## src/rtl/cpuif_cfg.svh

```systemverilog
// Purpose: Constants for the processor-interface request signaling block
// Assumes: Included by bare name; definitions only
// Notes:   Field positions index the per-core control word
`ifndef CPUIF_CFG_SVH
`define CPUIF_CFG_SVH

`define CPUIF_NCPU        2
`define CPUIF_SEC_PRESENT 2'h1
`define CPUIF_CTRL_W      7
`define CPUIF_CTRL_RST    7'h00
`define CPUIF_CTRL_COMMON 7'h52
`define CPUIF_BIT_G0EN    0
`define CPUIF_BIT_G1EN    1
`define CPUIF_BIT_FSEL    2
`define CPUIF_BIT_NBD0    3
`define CPUIF_BIT_NBD1    4
`define CPUIF_BIT_FBD0    5
`define CPUIF_BIT_FBD1    6
`define CPUIF_APR_W       32
`define CPUIF_APR_RST     32'h0000_0000
`define CPUIF_NIRQ        32
`define CPUIF_NSGI        16
`define CPUIF_ID_W        5
`define CPUIF_GRP_RST     32'h0000_0000

`endif

```

## src/rtl/cpuif_pkg.sv

```systemverilog
// Purpose: Types for the processor-interface request signaling block
// Assumes: cpuif_cfg.svh supplies the widths
// Notes:   Source codes are one-hot
`include "cpuif_cfg.svh"
package cpuif_pkg;
  typedef enum logic [2:0] {
    CPUIF_SRC_OFF = 3'h1,
    CPUIF_SRC_BYP = 3'h2,
    CPUIF_SRC_DRV = 3'h4
  } cpuif_src_e;

  typedef logic [`CPUIF_CTRL_W-1:0] cpuif_ctrl_t;
  typedef logic [`CPUIF_APR_W-1:0]  cpuif_apr_t;
  typedef logic [`CPUIF_ID_W-1:0]   cpuif_id_t;
endpackage

```

## src/rtl/cpuif_sig_if.sv

```systemverilog
// Purpose: Carrier between the top and one request unit
// Assumes: Legacy inputs already synchronised
// Notes:   ctl is the top side, unit the request side
`timescale 1ns/1ps
interface cpuif_sig_if;
  import cpuif_pkg::*;
  cpuif_ctrl_t ctrl;
  logic        pend;
  logic        grp1;
  logic        leg_irq;
  logic        leg_fiq;
  logic        irq;
  logic        fast_interrupt_request;
  logic        wake;
  modport ctl  (output ctrl, pend, grp1, leg_irq, leg_fiq, input irq, fast_interrupt_request, wake);
  modport unit (input ctrl, pend, grp1, leg_irq, leg_fiq, output irq, fast_interrupt_request, wake);
endinterface

```

## src/rtl/cpuif_req_unit.sv

```systemverilog
// Purpose: Normal, fast and wakeup request outputs of one processor interface
// Assumes: Inputs are on CLK domain
// Notes:   Outputs registered, one cycle after the inputs
`timescale 1ns/1ps
`include "cpuif_cfg.svh"
module cpuif_req_unit
  import cpuif_pkg::*;
(
  input  wire logic clk_i,
  input  wire logic rst_n_i,
  cpuif_sig_if.unit sig
);
  // ****************************************
  // Decision
  // ****************************************
  wire g0   = sig.ctrl[`CPUIF_BIT_G0EN];
  wire g1   = sig.ctrl[`CPUIF_BIT_G1EN];
  wire fs   = sig.ctrl[`CPUIF_BIT_FSEL];
  wire nbd0 = sig.ctrl[`CPUIF_BIT_NBD0];
  wire nbd1 = sig.ctrl[`CPUIF_BIT_NBD1];
  wire fbd0 = sig.ctrl[`CPUIF_BIT_FBD0];
  wire fbd1 = sig.ctrl[`CPUIF_BIT_FBD1];

  wire irq_drv_any = g0 & g1 & ~fs;
  wire irq_drv_g1  = g1 & (~g0 | fs);
  wire irq_drv_g0  = g0 & ~g1 & ~fs;
  wire irq_off_byp = nbd1 & (~fs | nbd0);
  cpuif_src_e irq_src;
  assign irq_src = (irq_drv_any | irq_drv_g1 | irq_drv_g0) ? CPUIF_SRC_DRV :
                   irq_off_byp ? CPUIF_SRC_OFF : CPUIF_SRC_BYP;
  wire irq_drv_val = sig.pend & (irq_drv_any | (irq_drv_g1 & sig.grp1) |
                                 (irq_drv_g0 & ~sig.grp1));

  wire fiq_drv     = g0 & fs;
  wire fiq_off_byp = fbd0 & (fs | fbd1);
  cpuif_src_e fiq_src;
  assign fiq_src = fiq_drv ? CPUIF_SRC_DRV :
                   fiq_off_byp ? CPUIF_SRC_OFF : CPUIF_SRC_BYP;
  wire fiq_drv_val = sig.pend & ~sig.grp1;

  logic irq_d;
  logic fiq_d;
  always_comb begin
    case (irq_src)
      CPUIF_SRC_DRV: irq_d = irq_drv_val;
      CPUIF_SRC_BYP: irq_d = sig.leg_irq;
      CPUIF_SRC_OFF: irq_d = 1'b0;
      default:       irq_d = 1'b0;
    endcase
    case (fiq_src)
      CPUIF_SRC_DRV: fiq_d = fiq_drv_val;
      CPUIF_SRC_BYP: fiq_d = sig.leg_fiq;
      CPUIF_SRC_OFF: fiq_d = 1'b0;
      default:       fiq_d = 1'b0;
    endcase
  end

  // ****************************************
  // Output registers
  // ****************************************
  logic irq_q;
  logic fiq_q;
  logic wake_q;
  always_ff @(posedge clk_i or negedge rst_n_i) begin
    if (!rst_n_i) begin
      irq_q  <= 1'b0;
      fiq_q  <= 1'b0;
      wake_q <= 1'b0;
    end else begin
      irq_q  <= irq_d;
      fiq_q  <= fiq_d;
      wake_q <= sig.leg_irq | sig.leg_fiq | sig.pend;
    end
  end
  assign sig.irq  = irq_q;
  assign sig.fast_interrupt_request  = fiq_q;
  assign sig.wake = wake_q;
endmodule

```

## src/rtl/cpuif_top.sv

```systemverilog
// Purpose: Processor-interface request signaling for several cores
// Assumes: Legacy request pins are asynchronous; other inputs on CLK_I
// Notes:   Lowest pending interrupt number is offered to each core
`timescale 1ns/1ps
`include "cpuif_cfg.svh"
module cpuif_top
  import cpuif_pkg::*;
(
  input  wire logic                    CLK_I,
  input  wire logic                    RST_N_I,
  input  wire logic [`CPUIF_NCPU-1:0]  LEG_IRQ_I,
  input  wire logic [`CPUIF_NCPU-1:0]  LEG_FIQ_I,
  input  wire logic                    CTRL_WR_I,
  input  wire logic                    CTRL_CPU_I,
  input  wire logic                    CTRL_SECURE_I,
  input  wire logic [`CPUIF_CTRL_W-1:0] CTRL_WDATA_I,
  input  wire logic                    APR_WR_I,
  input  wire logic                    APR_RD_I,
  input  wire logic                    APR_CPU_I,
  input  wire logic                    APR_SECURE_I,
  input  wire logic [`CPUIF_APR_W-1:0] APR_WDATA_I,
  input  wire logic                    GRP_WR_I,
  input  wire logic                    GRP_SECURE_I,
  input  wire logic [`CPUIF_ID_W-1:0]  GRP_ID_I,
  input  wire logic                    GRP_VAL_I,
  input  wire logic                    SGI_SET_I,
  input  wire logic [3:0]              SGI_ID_I,
  input  wire logic [`CPUIF_NCPU-1:0]  SGI_TGT_I,
  input  wire logic                    SPI_SET_I,
  input  wire logic [3:0]              SPI_ID_I,
  input  wire logic [`CPUIF_NCPU-1:0]  ACK_I,
  output logic      [`CPUIF_NCPU-1:0]  IRQ_O,
  output logic      [`CPUIF_NCPU-1:0]  FIQ_O,
  output logic      [`CPUIF_NCPU-1:0]  WAKE_O,
  output logic      [`CPUIF_NCPU-1:0]  REQ_SECURE_O,
  output logic      [`CPUIF_NCPU-1:0]  ACK_VALID_O,
  output logic      [`CPUIF_ID_W-1:0]  ACK_ID0_O,
  output logic      [`CPUIF_ID_W-1:0]  ACK_ID1_O,
  output logic      [`CPUIF_APR_W-1:0] APR_RDATA_O
);
  localparam int N = `CPUIF_NCPU;
  localparam logic [N-1:0] SEC = `CPUIF_SEC_PRESENT;

  // ****************************************
  // Legacy input synchronisers
  // ****************************************
  logic [N-1:0] leg_irq_m_q;
  logic [N-1:0] leg_irq_s_q;
  logic [N-1:0] leg_fiq_m_q;
  logic [N-1:0] leg_fiq_s_q;
  always_ff @(posedge CLK_I or negedge RST_N_I) begin
    if (!RST_N_I) begin
      leg_irq_m_q <= '0;
      leg_irq_s_q <= '0;
      leg_fiq_m_q <= '0;
      leg_fiq_s_q <= '0;
    end else begin
      leg_irq_m_q <= LEG_IRQ_I;
      leg_irq_s_q <= leg_irq_m_q;
      leg_fiq_m_q <= LEG_FIQ_I;
      leg_fiq_s_q <= leg_fiq_m_q;
    end
  end

  // ****************************************
  // Control words, secure and common bits
  // ****************************************
  cpuif_ctrl_t ctrl_q [N];
  cpuif_ctrl_t ctrl_mask [N];
  wire ctrl_sec_acc = CTRL_SECURE_I | ~SEC[CTRL_CPU_I];
  assign ctrl_mask[0] = ctrl_sec_acc ? '1 : cpuif_ctrl_t'(`CPUIF_CTRL_COMMON);
  assign ctrl_mask[1] = ctrl_mask[0];

  // ****************************************
  // Active priority copies
  // ****************************************
  cpuif_apr_t apr_s_q  [N];
  cpuif_apr_t apr_ns_q [N];
  logic       apr_rd_q;
  cpuif_apr_t apr_rdata_q;
  wire apr_to_sec = APR_SECURE_I & SEC[APR_CPU_I];
  wire cpuif_apr_t apr_rsel = apr_to_sec ? apr_s_q[APR_CPU_I] : apr_ns_q[APR_CPU_I];

  // ****************************************
  // Interrupt groups and pending state
  // ****************************************
  logic [`CPUIF_NIRQ-1:0] grp_q;
  logic [`CPUIF_NSGI-1:0] sgi_q [N];
  logic [`CPUIF_NSGI-1:0] spi_q;
  logic [`CPUIF_NSGI-1:0] spi_set_vec;
  logic [`CPUIF_NSGI-1:0] spi_clr_vec;
  logic [`CPUIF_NSGI-1:0] sgi_set_vec [N];
  logic [`CPUIF_NSGI-1:0] sgi_clr_vec [N];
  cpuif_id_t              hp_id   [N];
  logic [N-1:0]           hp_pend;
  logic [N-1:0]           ack_ok;
  cpuif_id_t              ack_id_q [N];
  logic [N-1:0]           ack_valid_q;
  logic [N-1:0]           req_sec_q;

  assign spi_set_vec = SPI_SET_I ? (`CPUIF_NSGI'(1) << SPI_ID_I) : '0;

  function automatic cpuif_id_t lowest(input logic [`CPUIF_NIRQ-1:0] v);
    cpuif_id_t r;
    r = '1;
    for (int i = `CPUIF_NIRQ - 1; i >= 0; i--) begin
      if (v[i]) begin
        r = cpuif_id_t'(i);
      end
    end
    return r;
  endfunction

  // Lower-numbered core wins an interrupt offered to both
  always_comb begin
    spi_clr_vec = '0;
    for (int c = 0; c < N; c++) begin
      hp_pend[c]     = |{spi_q, sgi_q[c]};
      hp_id[c]       = lowest({spi_q, sgi_q[c]});
      ack_ok[c]      = ACK_I[c] & hp_pend[c];
      sgi_set_vec[c] = (SGI_SET_I & SGI_TGT_I[c]) ? (`CPUIF_NSGI'(1) << SGI_ID_I) : '0;
      sgi_clr_vec[c] = '0;
      if (ack_ok[c] & hp_id[c][4]) begin
        if (spi_clr_vec[hp_id[c][3:0]]) begin
          ack_ok[c] = 1'b0;
        end else begin
          spi_clr_vec[hp_id[c][3:0]] = 1'b1;
        end
      end else if (ack_ok[c]) begin
        sgi_clr_vec[c][hp_id[c][3:0]] = 1'b1;
      end
    end
  end

  // ****************************************
  // Per-core request units
  // ****************************************
  cpuif_sig_if sig [N] ();
  for (genvar c = 0; c < N; c++) begin : g_cpu
    assign sig[c].ctrl    = ctrl_q[c];
    assign sig[c].pend    = hp_pend[c];
    assign sig[c].grp1    = grp_q[hp_id[c]];
    assign sig[c].leg_irq = leg_irq_s_q[c];
    assign sig[c].leg_fiq = leg_fiq_s_q[c];
    assign IRQ_O[c]       = sig[c].irq;
    assign FIQ_O[c]       = sig[c].fast_interrupt_request;
    assign WAKE_O[c]      = sig[c].wake;

    cpuif_req_unit u_req (
      .clk_i   (CLK_I),
      .rst_n_i (RST_N_I),
      .sig     (sig[c])
    );

    always_ff @(posedge CLK_I or negedge RST_N_I) begin
      if (!RST_N_I) begin
        ctrl_q[c]      <= `CPUIF_CTRL_RST;
        apr_s_q[c]     <= `CPUIF_APR_RST;
        apr_ns_q[c]    <= `CPUIF_APR_RST;
        sgi_q[c]       <= '0;
        ack_id_q[c]    <= '0;
        ack_valid_q[c] <= 1'b0;
        req_sec_q[c]   <= 1'b0;
      end else begin
        if (CTRL_WR_I && CTRL_CPU_I == c) begin
          ctrl_q[c] <= (ctrl_q[c] & ~ctrl_mask[c]) | (CTRL_WDATA_I & ctrl_mask[c]);
        end
        if (APR_WR_I && APR_CPU_I == c && apr_to_sec) begin
          apr_s_q[c] <= APR_WDATA_I;
        end
        if (APR_WR_I && APR_CPU_I == c && !apr_to_sec) begin
          apr_ns_q[c] <= APR_WDATA_I;
        end
        sgi_q[c]       <= (sgi_q[c] & ~sgi_clr_vec[c]) | sgi_set_vec[c];
        ack_valid_q[c] <= ack_ok[c];
        ack_id_q[c]    <= ack_ok[c] ? hp_id[c] : ack_id_q[c];
        req_sec_q[c]   <= SEC[c] & hp_pend[c] & ~grp_q[hp_id[c]];
      end
    end
  end

  // ****************************************
  // Shared state and read port
  // ****************************************
  always_ff @(posedge CLK_I or negedge RST_N_I) begin
    if (!RST_N_I) begin
      grp_q       <= `CPUIF_GRP_RST;
      spi_q       <= '0;
      apr_rd_q    <= 1'b0;
      apr_rdata_q <= `CPUIF_APR_RST;
    end else begin
      if (GRP_WR_I && GRP_SECURE_I) begin
        grp_q[GRP_ID_I] <= GRP_VAL_I;
      end
      spi_q       <= (spi_q & ~spi_clr_vec) | spi_set_vec;
      apr_rd_q    <= APR_RD_I;
      apr_rdata_q <= APR_RD_I ? apr_rsel : apr_rdata_q;
    end
  end

  assign ACK_VALID_O  = ack_valid_q;
  assign ACK_ID0_O    = ack_id_q[0];
  assign ACK_ID1_O    = ack_id_q[1];
  assign REQ_SECURE_O = req_sec_q;
  assign APR_RDATA_O  = apr_rdata_q;
endmodule

```

## config.mk

```make
export PLATFORM = sky130hd
export DESIGN_NAME = cpuif_top
export DESIGN_NICKNAME = d
export VERILOG_FILES = /design/src/rtl/cpuif_pkg.sv /design/src/rtl/cpuif_sig_if.sv /design/src/rtl/cpuif_req_unit.sv /design/src/rtl/cpuif_top.sv
export VERILOG_INCLUDE_DIRS = /design/src /design/src/rtl
export SDC_FILE = /design/constraint.sdc
export NUM_CORES = 1
export LEC_CHECK = 0
export ABC_AREA = 1
export BUFFER_PORTS_ARGS = -buffer_cell sky130_fd_sc_hd__buf_2
export CAP_MARGIN = 25
export CORE_AREA = 3 3 190 192
export DETAILED_ROUTE_END_ITERATION = 10
export DIE_AREA = 0 0 193 195
export GPL_ROUTABILITY_DRIVEN = 0
export MAX_ROUTING_LAYER = met4
export PLACE_DENSITY_LB_ADDON = 0.25
export SYNTH_ARGS = -nofsm -noshare
export SYNTH_HDL_FRONTEND = slang
export SYNTH_SLANG_ARGS = --single-unit
```

## constraint.sdc

```tcl
create_clock -name CLK_I -period 2.65 [get_ports CLK_I]
set_input_delay 0.3975 -clock CLK_I [delete_from_list [all_inputs] [get_ports CLK_I]]
set_output_delay 0.3975 -clock CLK_I [all_outputs]
set_load 0.02 [all_outputs]
```

# Word-level counts from Yosys, hierarchy flattened
# Memories as Yosys holds them, arrays and structs flattened.
# Cells that the tools add are included.
# totals
mem_count	1
wordCells	241
input_bits	74
mem_bits_ro	16
output_inout_bits	52
regBits	281
# op_classes
reduce_logical	15
n_mux	100
bitwise	78
shifts	2
eq_ne	8
order_cmp	11
# mem_list
memory	words	width	rd	rd_clocked_by_memory_dff	write_ports	line	rtl
(no name shown)	16	1	1	0	0	cpuif_top.sv:124	if (spi_clr_vec[hp_id[c][3:0]]) begin
# ops
op	count
two-way mux 5 bit	46
two-way mux 32 bit	7
two-way mux 16 bit	11
bitwise OR 16 bit	4
OR reduction 32 bit	2
bitwise AND 16 bit	3
inverter 16 bit	3
bitwise mux 32 bit	1
left shift 1 x 4 -> 16 bit (first input constant)	2
bitwise AND 1 bit	31
bitwise AND 7 bit	3
bitwise OR 1 bit	19
less-than comparator 5 x 6 -> 1 bit (second input constant)	3
two-way mux 1 bit	16
bitwise OR 7 bit	2
equality test 3 x 2 -> 1 bit (second input constant)	4
equality test 3 bit (second input constant)	4
logical AND 1 bit	12
two-way mux 3 bit	4
inverter 1 bit	11
binary-select mux 1 bit (select 5 bit)	2
less-than comparator 4 x 5 -> 1 bit (second input constant)	2
demux 1 bit (select 4 bit)	2
greater-or-equal comparator 4 x 1 -> 1 bit (second input constant)	2
other kinds (11)	18

# Longest topological paths before layout
# depth
word_depth	44
ltp_mapped	43
mapped_depth_nobuf	42

# Cells and area by module
# From an unflattened synthesis, not the netlist that was laid out.
# hier_totals
hier_cells	1476
area_unflattened_um2	11733.8
# modules_own_cells
mod	cells_per_inst	area_each_um2	seq_area_each_um2	instances
cpuif_top	1428	11403.4	6080.8	1
cpuif_req_unit	24	165.2	75.1	2

# Worst setup path before layout
# No wires, ideal clock.
# synth_timing
kind	flip-flop to flip-flop
from	reg spi_q[13]
to	reg ack_id_q, in the netlist ACK_ID1_O[3]
setup_slack_ps	-105
required_time_ps	2533
stages_incl_launch_ff	42
period_less_slack_ps	2755
t_arrival_ps	2639
setup_ps	117
path_cell_list	dfrtp_1 inv_2 nand2_1 nand2_1 nand2_1 nand2_1 nand2_1 nand2_1 nand2_1 nand2_1 nand2_1 nand2_1 nand2_1 nand2_1 nand2_1 nand2_1 nand2_1 nand2_1 [6 not listed] nand2_1 nand2_1 nand2_1 nand2_2 nand2_4 nand2_8 nand2_8 nand2_4 buf_8 nand3_2 nor2_1 nand2_1 nand3_2 nand2_2 nand3_2 o21bai_4 nand2_1 nand2_1
# synth_via
elab_chain_cells	40
word_cells_on_any_way	65
classes_between	order compare: 2; mux: 55; bitwise: 4; reduce/logical: 3; memory: 1
# synth_rtl
item	line	rtl
start: declaration	cpuif_top.sv:89	logic [`CPUIF_NSGI-1:0] spi_q;
start signal: assignment	cpuif_top.sv:195	spi_q <= (spi_q & ~spi_clr_vec) | spi_set_vec;
two-way mux 5 bit (30 in a row)	cpuif_top.sv:107	if (v[i]) begin
less-than comparator 4 x 5 -> 1 bit (implied by the code) or greater-or-equal comparator 4 x 1 -> 1 bit (tied branches)	cpuif_top.sv:127	spi_clr_vec[hp_id[c][3:0]] = 1'b1;
logical AND 1 bit (implied by the code)	cpuif_top.sv:127	
two-way mux 1 bit (implied by the code)	cpuif_top.sv:127	
demux 1 bit (select 4 bit)	cpuif_top.sv:127	
two-way mux 16 bit	cpuif_top.sv:124	
two-way mux 16 bit	cpuif_top.sv:123	if (ack_ok[c] & hp_id[c][4]) begin
binary-select mux 1 bit (select 4 bit)	cpuif_top.sv:124	
two-way mux 1 bit (implied by the code)	cpuif_top.sv:124	
two-way mux 1 bit	cpuif_top.sv:124	
two-way mux 1 bit (*)	cpuif_top.sv:123	
net ack_ok[1]	cpuif_top.sv:96	logic [N-1:0] ack_ok;
end signal: indexed assignment	cpuif_top.sv:176	ack_id_q[c] <= ack_ok[c] ? hp_id[c] : ack_id_q[c];
end: declaration	cpuif_top.sv:97	cpuif_id_t ack_id_q [N];
# Mark *: on every way through the listed nets, which the timed path passes. The rest lies on a longest branch. The select of a mux whose other input is x is not followed.
# A chain may end at the register's enable or synchronous reset.

# Final worst setup path
# layout_timing
from	reg spi_q[14]
to	reg ack_id_q, in the netlist ACK_ID1_O[2]
# layout_via
elab_chain_cells	41
word_cells_on_any_way	66
classes_between	order compare: 2; mux: 56; bitwise: 4; reduce/logical: 3; memory: 1
# layout_rtl
item	line
two-way mux 1 bit	cpuif_top.sv:107
two-way mux 5 bit (30 in a row)	cpuif_top.sv:107
less-than comparator 4 x 5 -> 1 bit (implied by the code) or greater-or-equal comparator 4 x 1 -> 1 bit (tied branches)	cpuif_top.sv:127
logical AND 1 bit (implied by the code)	cpuif_top.sv:127
two-way mux 1 bit (implied by the code)	cpuif_top.sv:127
demux 1 bit (select 4 bit)	cpuif_top.sv:127
two-way mux 16 bit	cpuif_top.sv:124
two-way mux 16 bit	cpuif_top.sv:123
binary-select mux 1 bit (select 4 bit)	cpuif_top.sv:124
two-way mux 1 bit (implied by the code)	cpuif_top.sv:124
two-way mux 1 bit	cpuif_top.sv:124
two-way mux 1 bit (*)	cpuif_top.sv:123
net ack_ok[1]	cpuif_top.sv:96
# Marks and branches as above.

==> results by stage <==
Outcome:
- The run finished, with violations left.
- The final reports fail on negative setup slack.

GRT:
- The number of antenna violations at the first check in global routing is 3.
- met2 is the most crowded layer.
- The met2 track demand over resource is 0.307.
- For this run, global-route usage on met1 was measured as 0.267.
- The first global-routing pass estimated 58,200 um of wire.
- Entering global routing, the biggest net connects 71 pins.
- Summed over all layers, the global routing overflow is 0.
- The via count of the first global-routing pass is 10,900.
- The met3 layer usage reported by global route is 0.0302.
- The overall global routing resource usage is 0.197.

Die:
- The placeable core area is 0.0345 sq mm.
- The floorplan has 68 rows.
- Measured along the x axis, the die boundary spans 193 um.
- The height of the chip is 195 um.
- The area enclosed by the die boundary is 0.0376 sq mm.
- Pin placement for this block handled 126 I/O pins.
- The starting density of the core is 0.347.

Route:
- The starting DRC count in detailed routing is 647.
- For this run, design rule violations remaining after detail routing come to 0.
- The final antenna-violating net count is 0.
- The number of vias per cell after detailed routing is 5.03.
- For this run, the detailed router's first-pass iteration total came to 5.
- Summed over all layers, the routed wires come to 36,700 um.
- The routed layout has 11,200 vias.
- The wire length per cell after detailed routing is 16.5 um.

Run:
- The number of violations of the max-capacitance limit is 0.

Logic synthesis:
- The number of nets in the synthesized netlist is 1,577.
- The mean area per synthesized cell is 7.97 sq um.
- Counting every instance in the synthesized netlist gives 1,503.
- The proportion of register bits with asynchronous set or reset after synthesis is 1.00.
- The number of warnings issued by yosys is 0.
- The total standard cell area after synthesis is 0.0120 sq mm.
- The post-synthesis sequential element count is 249.
- The distinct cell type count of the synthesized netlist is 36.
- In this run, synthesis inferred 0 flip-flops with an integrated enable.
- The sequential share of the synthesized area is 0.520.
- Among all flip-flop cells after synthesis, the most frequent one is dfrtp_1.

STA:
- The worst setup margin is -0.536 ns.
- The sum of negative setup slack is -17.29 ns.
- Dividing the final minimum period by the clock period gives 1.20.
- The final-report hold violation count was 0.
- The worst hold slack across all endpoints is 0.0545 ns.
- The final critical-path required period is 3.19 ns.
- Setup repair after global routing could not meet its margin everywhere.
- The number of max-slew violations in the final report was 0.
- Headroom to the max-slew limit came out at 0.350.
- Setup violations remaining at the end of the flow were counted as 59.
- Across the routed clock network, the largest skew measured is 0.0181 ns.
- The fmax is 314 MHz.
- For the pin with the worst max-slew slack, the measured transition is 0.972 ns.

Final layout:
- Measured on the finished design, the core utilization comes to 0.466.
- In the final layout, the share of cells above drive strength 1 is 0.269.
- The post-layout net count is 1,822.
- Compared with the post-synthesis result, the final layout area differs by 34.2%.
- Leaving out filler cells and counting taps, the final layout contains 2,228.

Critical path:
- The critical path is of the flop to flop type.
- At the worst endpoint, the arrival time is 3.64 ns.
- The worst register-to-register path begins at spi_q[14].
- Along the worst path, the maximum fanout reaches 7.
- In this design, the stage delay of the slowest critical-path cell is 0.40 ns.
- The startpoint kind of the worst setup timing path is a flop.
- Counting stages on the worst path, the most repeated cell is nand2_1.
- The capturing element type of the critical path is a flop.
- The highest-delay cell along the critical path is dfrtp_1.
- The worst path required time is 3.10 ns.
- The startpoint of the worst setup timing path is spi_q[14].

Clock network:
- The total clock buffers created by CTS is 28.
- The clock transition at the registers of the reported paths is 0.06 ns.
- The clock latency of the later-clocked register in the worst-skew pair is 0.57 ns.
- In this run the number of H-tree levels came out at 1.
- The number of sinks on the clock net is 249.
- The clock tree from TritonCTS is built.
- The clock root buffer is clkbuf_16.
- The buffer depth of the longest clock path is 3.

Place:
- The minimum setup slack after placement is -0.493 ns.
- The count of buffers added on input and output ports is 124.
- The total half-perimeter wirelength after legalization and detailed placement is 26,000 um.
- In this run, placement finished with an instance count of 2,148.

Pwr:
- Dividing total power by cell area gives a power density of 1110 mW/mm^2.
- The leakage power is 7.88 nW.
- IR analysis of the VDD net gives a maximum drop of 0.700 mV.

Worst hold path:
- The class of the tightest hold or removal check is primary input to flop.
- The worst hold path begins at GRP_VAL_I.
cells in the mapped netlist (2+ instances only):
library cell | n | share of area
nand3_2 | 9 | 0.0075
nor2_4 | 2 | 0.0019
o22ai_1 | 24 | 0.013
nand4_1 | 61 | 0.032
buf_1 | 7 | 0.0022
nand2_4 | 6 | 0.0056
nor2_1 | 65 | 0.020
nand2_2 | 8 | 0.0042
a31oi_1 | 30 | 0.016
clkbuf_1 | 47 | 0.015
nand3b_1 | 8 | 0.0050
nor4_1 | 2 | 0.0010
clkinv_1 | 2 | 0.00063
a21oi_1 | 41 | 0.017
o21ai_0 | 217 | 0.091
nand2_1 | 414 | 0.13
nand2_8 | 2 | 0.0033
dfrtp_1 | 249 | 0.52
nor2_2 | 2 | 0.0010
buf_2 | 3 | 0.0013
o211ai_1 | 2 | 0.0013
nand3_1 | 76 | 0.032
nor3_1 | 20 | 0.0084
inv_2 | 4 | 0.0013
inv_1 | 185 | 0.058
buf_4 | 7 | 0.0044
through the flow:
stage               total power, mW  area, sq um
finish                         17.9        16100
detailed placement             11.4        14000
CTS                            16.8        15600
floorplan                      8.55        12000
global route                   18.9        16100
global placement               11.3        14000
power breakdown:
group	total, mW	switching, mW	internal [mW]
Combinational	8.51	5.00	3.52
Sequential	5.15	0.550	4.60
Clock	4.25	1.61	2.64
cell type report:
class | instances | area, sq um
fill | 3395 | 18500
sequential | 249 | 6230
multi-input combinational | 998 | 5450
timing repair buffer | 280 | 2040
clock buffer | 41 | 860
inverter | 191 | 732
tap | 455 | 569
clock inverter | 11 | 189
antenna | 3 | 7.51
worst max-delay path: cells and delay by family (launching register included):
kind                   cells  cell delay (ns)
and+or+nand+nor           37             2.30
AOI/OAI and AO/OA          1             0.08
buffers and inverters      2             0.28
DFF                        1             0.40
flip-flops by register name (all words and copies together) (netlist names), named ones only:
name	cells
leg_irq_m_q	2
sig.ctrl	6
ACK_VALID_O	2
sgi_q	32
leg_fiq_s_q	2
g_cpu.u_req.sig.fast_interrupt_request	2
leg_irq_s_q	2
apr_ns_q	64
apr_s_q	32
g_cpu.u_req.sig.irq	2
spi_q	16
leg_fiq_m_q	2
ACK_ID1_O	5
APR_RDATA_O	32
REQ_SECURE_O	1
g_cpu.u_req.sig.wake	2
grp_q	32
ACK_ID0_O	5
final timing paths:
path / slack [ns] / cells after the start / to
min in group asynchronous: 0.37 / 2 / sgi_q[28]
worst max register to register: -0.54 / 40 / ACK_ID1_O[2]
worst min register to register: 0.35 / 0 / leg_irq_s_q[0]
worst min-delay path: 0.05 / 3 / grp_q[7]
worst max-delay path: -0.54 / 40 / ACK_ID1_O[2]
max in group asynchronous: 1.49 / 3 / sgi_q[12]
routing by layer:
| metal | vias to the layer above | wire [um] |
|---|---|---|
| li1 | 5437 | - |
| met1 | 5333 | 16500 |
| met2 | 339 | 17000 |
| met3 | 89 | 1900 |
| met4 | 0 | 1350 |
| met5 | - | 0 |
timing repair:
action / 4_1_cts / 5_1_grt
setup buffers: 9 / 15
hold buffers: 5 / 0
gates cloned: 2 / 0
hold endpoints to repair: 69 / 0
resized for setup: 135 / 124
pin swaps: 29 / 44
setup endpoints to repair: 59 / 60
logic make-up after synthesis:
group	share of synthesized area
AND/OR/NAND/NOR	0.252
AO/OA/AOI/OAI	0.142
other	0.000313
buffers and inverters	0.0852
multiplexers	0.000835
flip-flops	0.520
layout by cell type, fill, tap and decap left out, types with 3 or more instances in the layout:
cell type	n
nand4_1	61
clkinv_2	3
a21oi_4	3
o21ai_2	30
dfrtp_1	249
o22ai_4	7
buf_12	9
diode_2	3
clkbuf_8	11
a21oi_1	39
a31oi_1	30
inv_1	178
o21ai_1	32
nor3_1	15
buf_4	114
nand3_4	7
inv_2	7
nand3_1	58
buf_2	123
clkbuf_16	28
dlygate4sd3_1	5
nor2_4	7
nand3_2	20
buf_6	26
nor2_1	54
nand2_8	6
nand2_1	384
bufinv_16	4
o22ai_1	15
nor2_2	9
nand2_2	19
buf_8	3
nand2_4	22
nor3_4	4
nand3b_1	8
o21ai_0	155
Note: power is estimated with default switching activity, not from simulation.
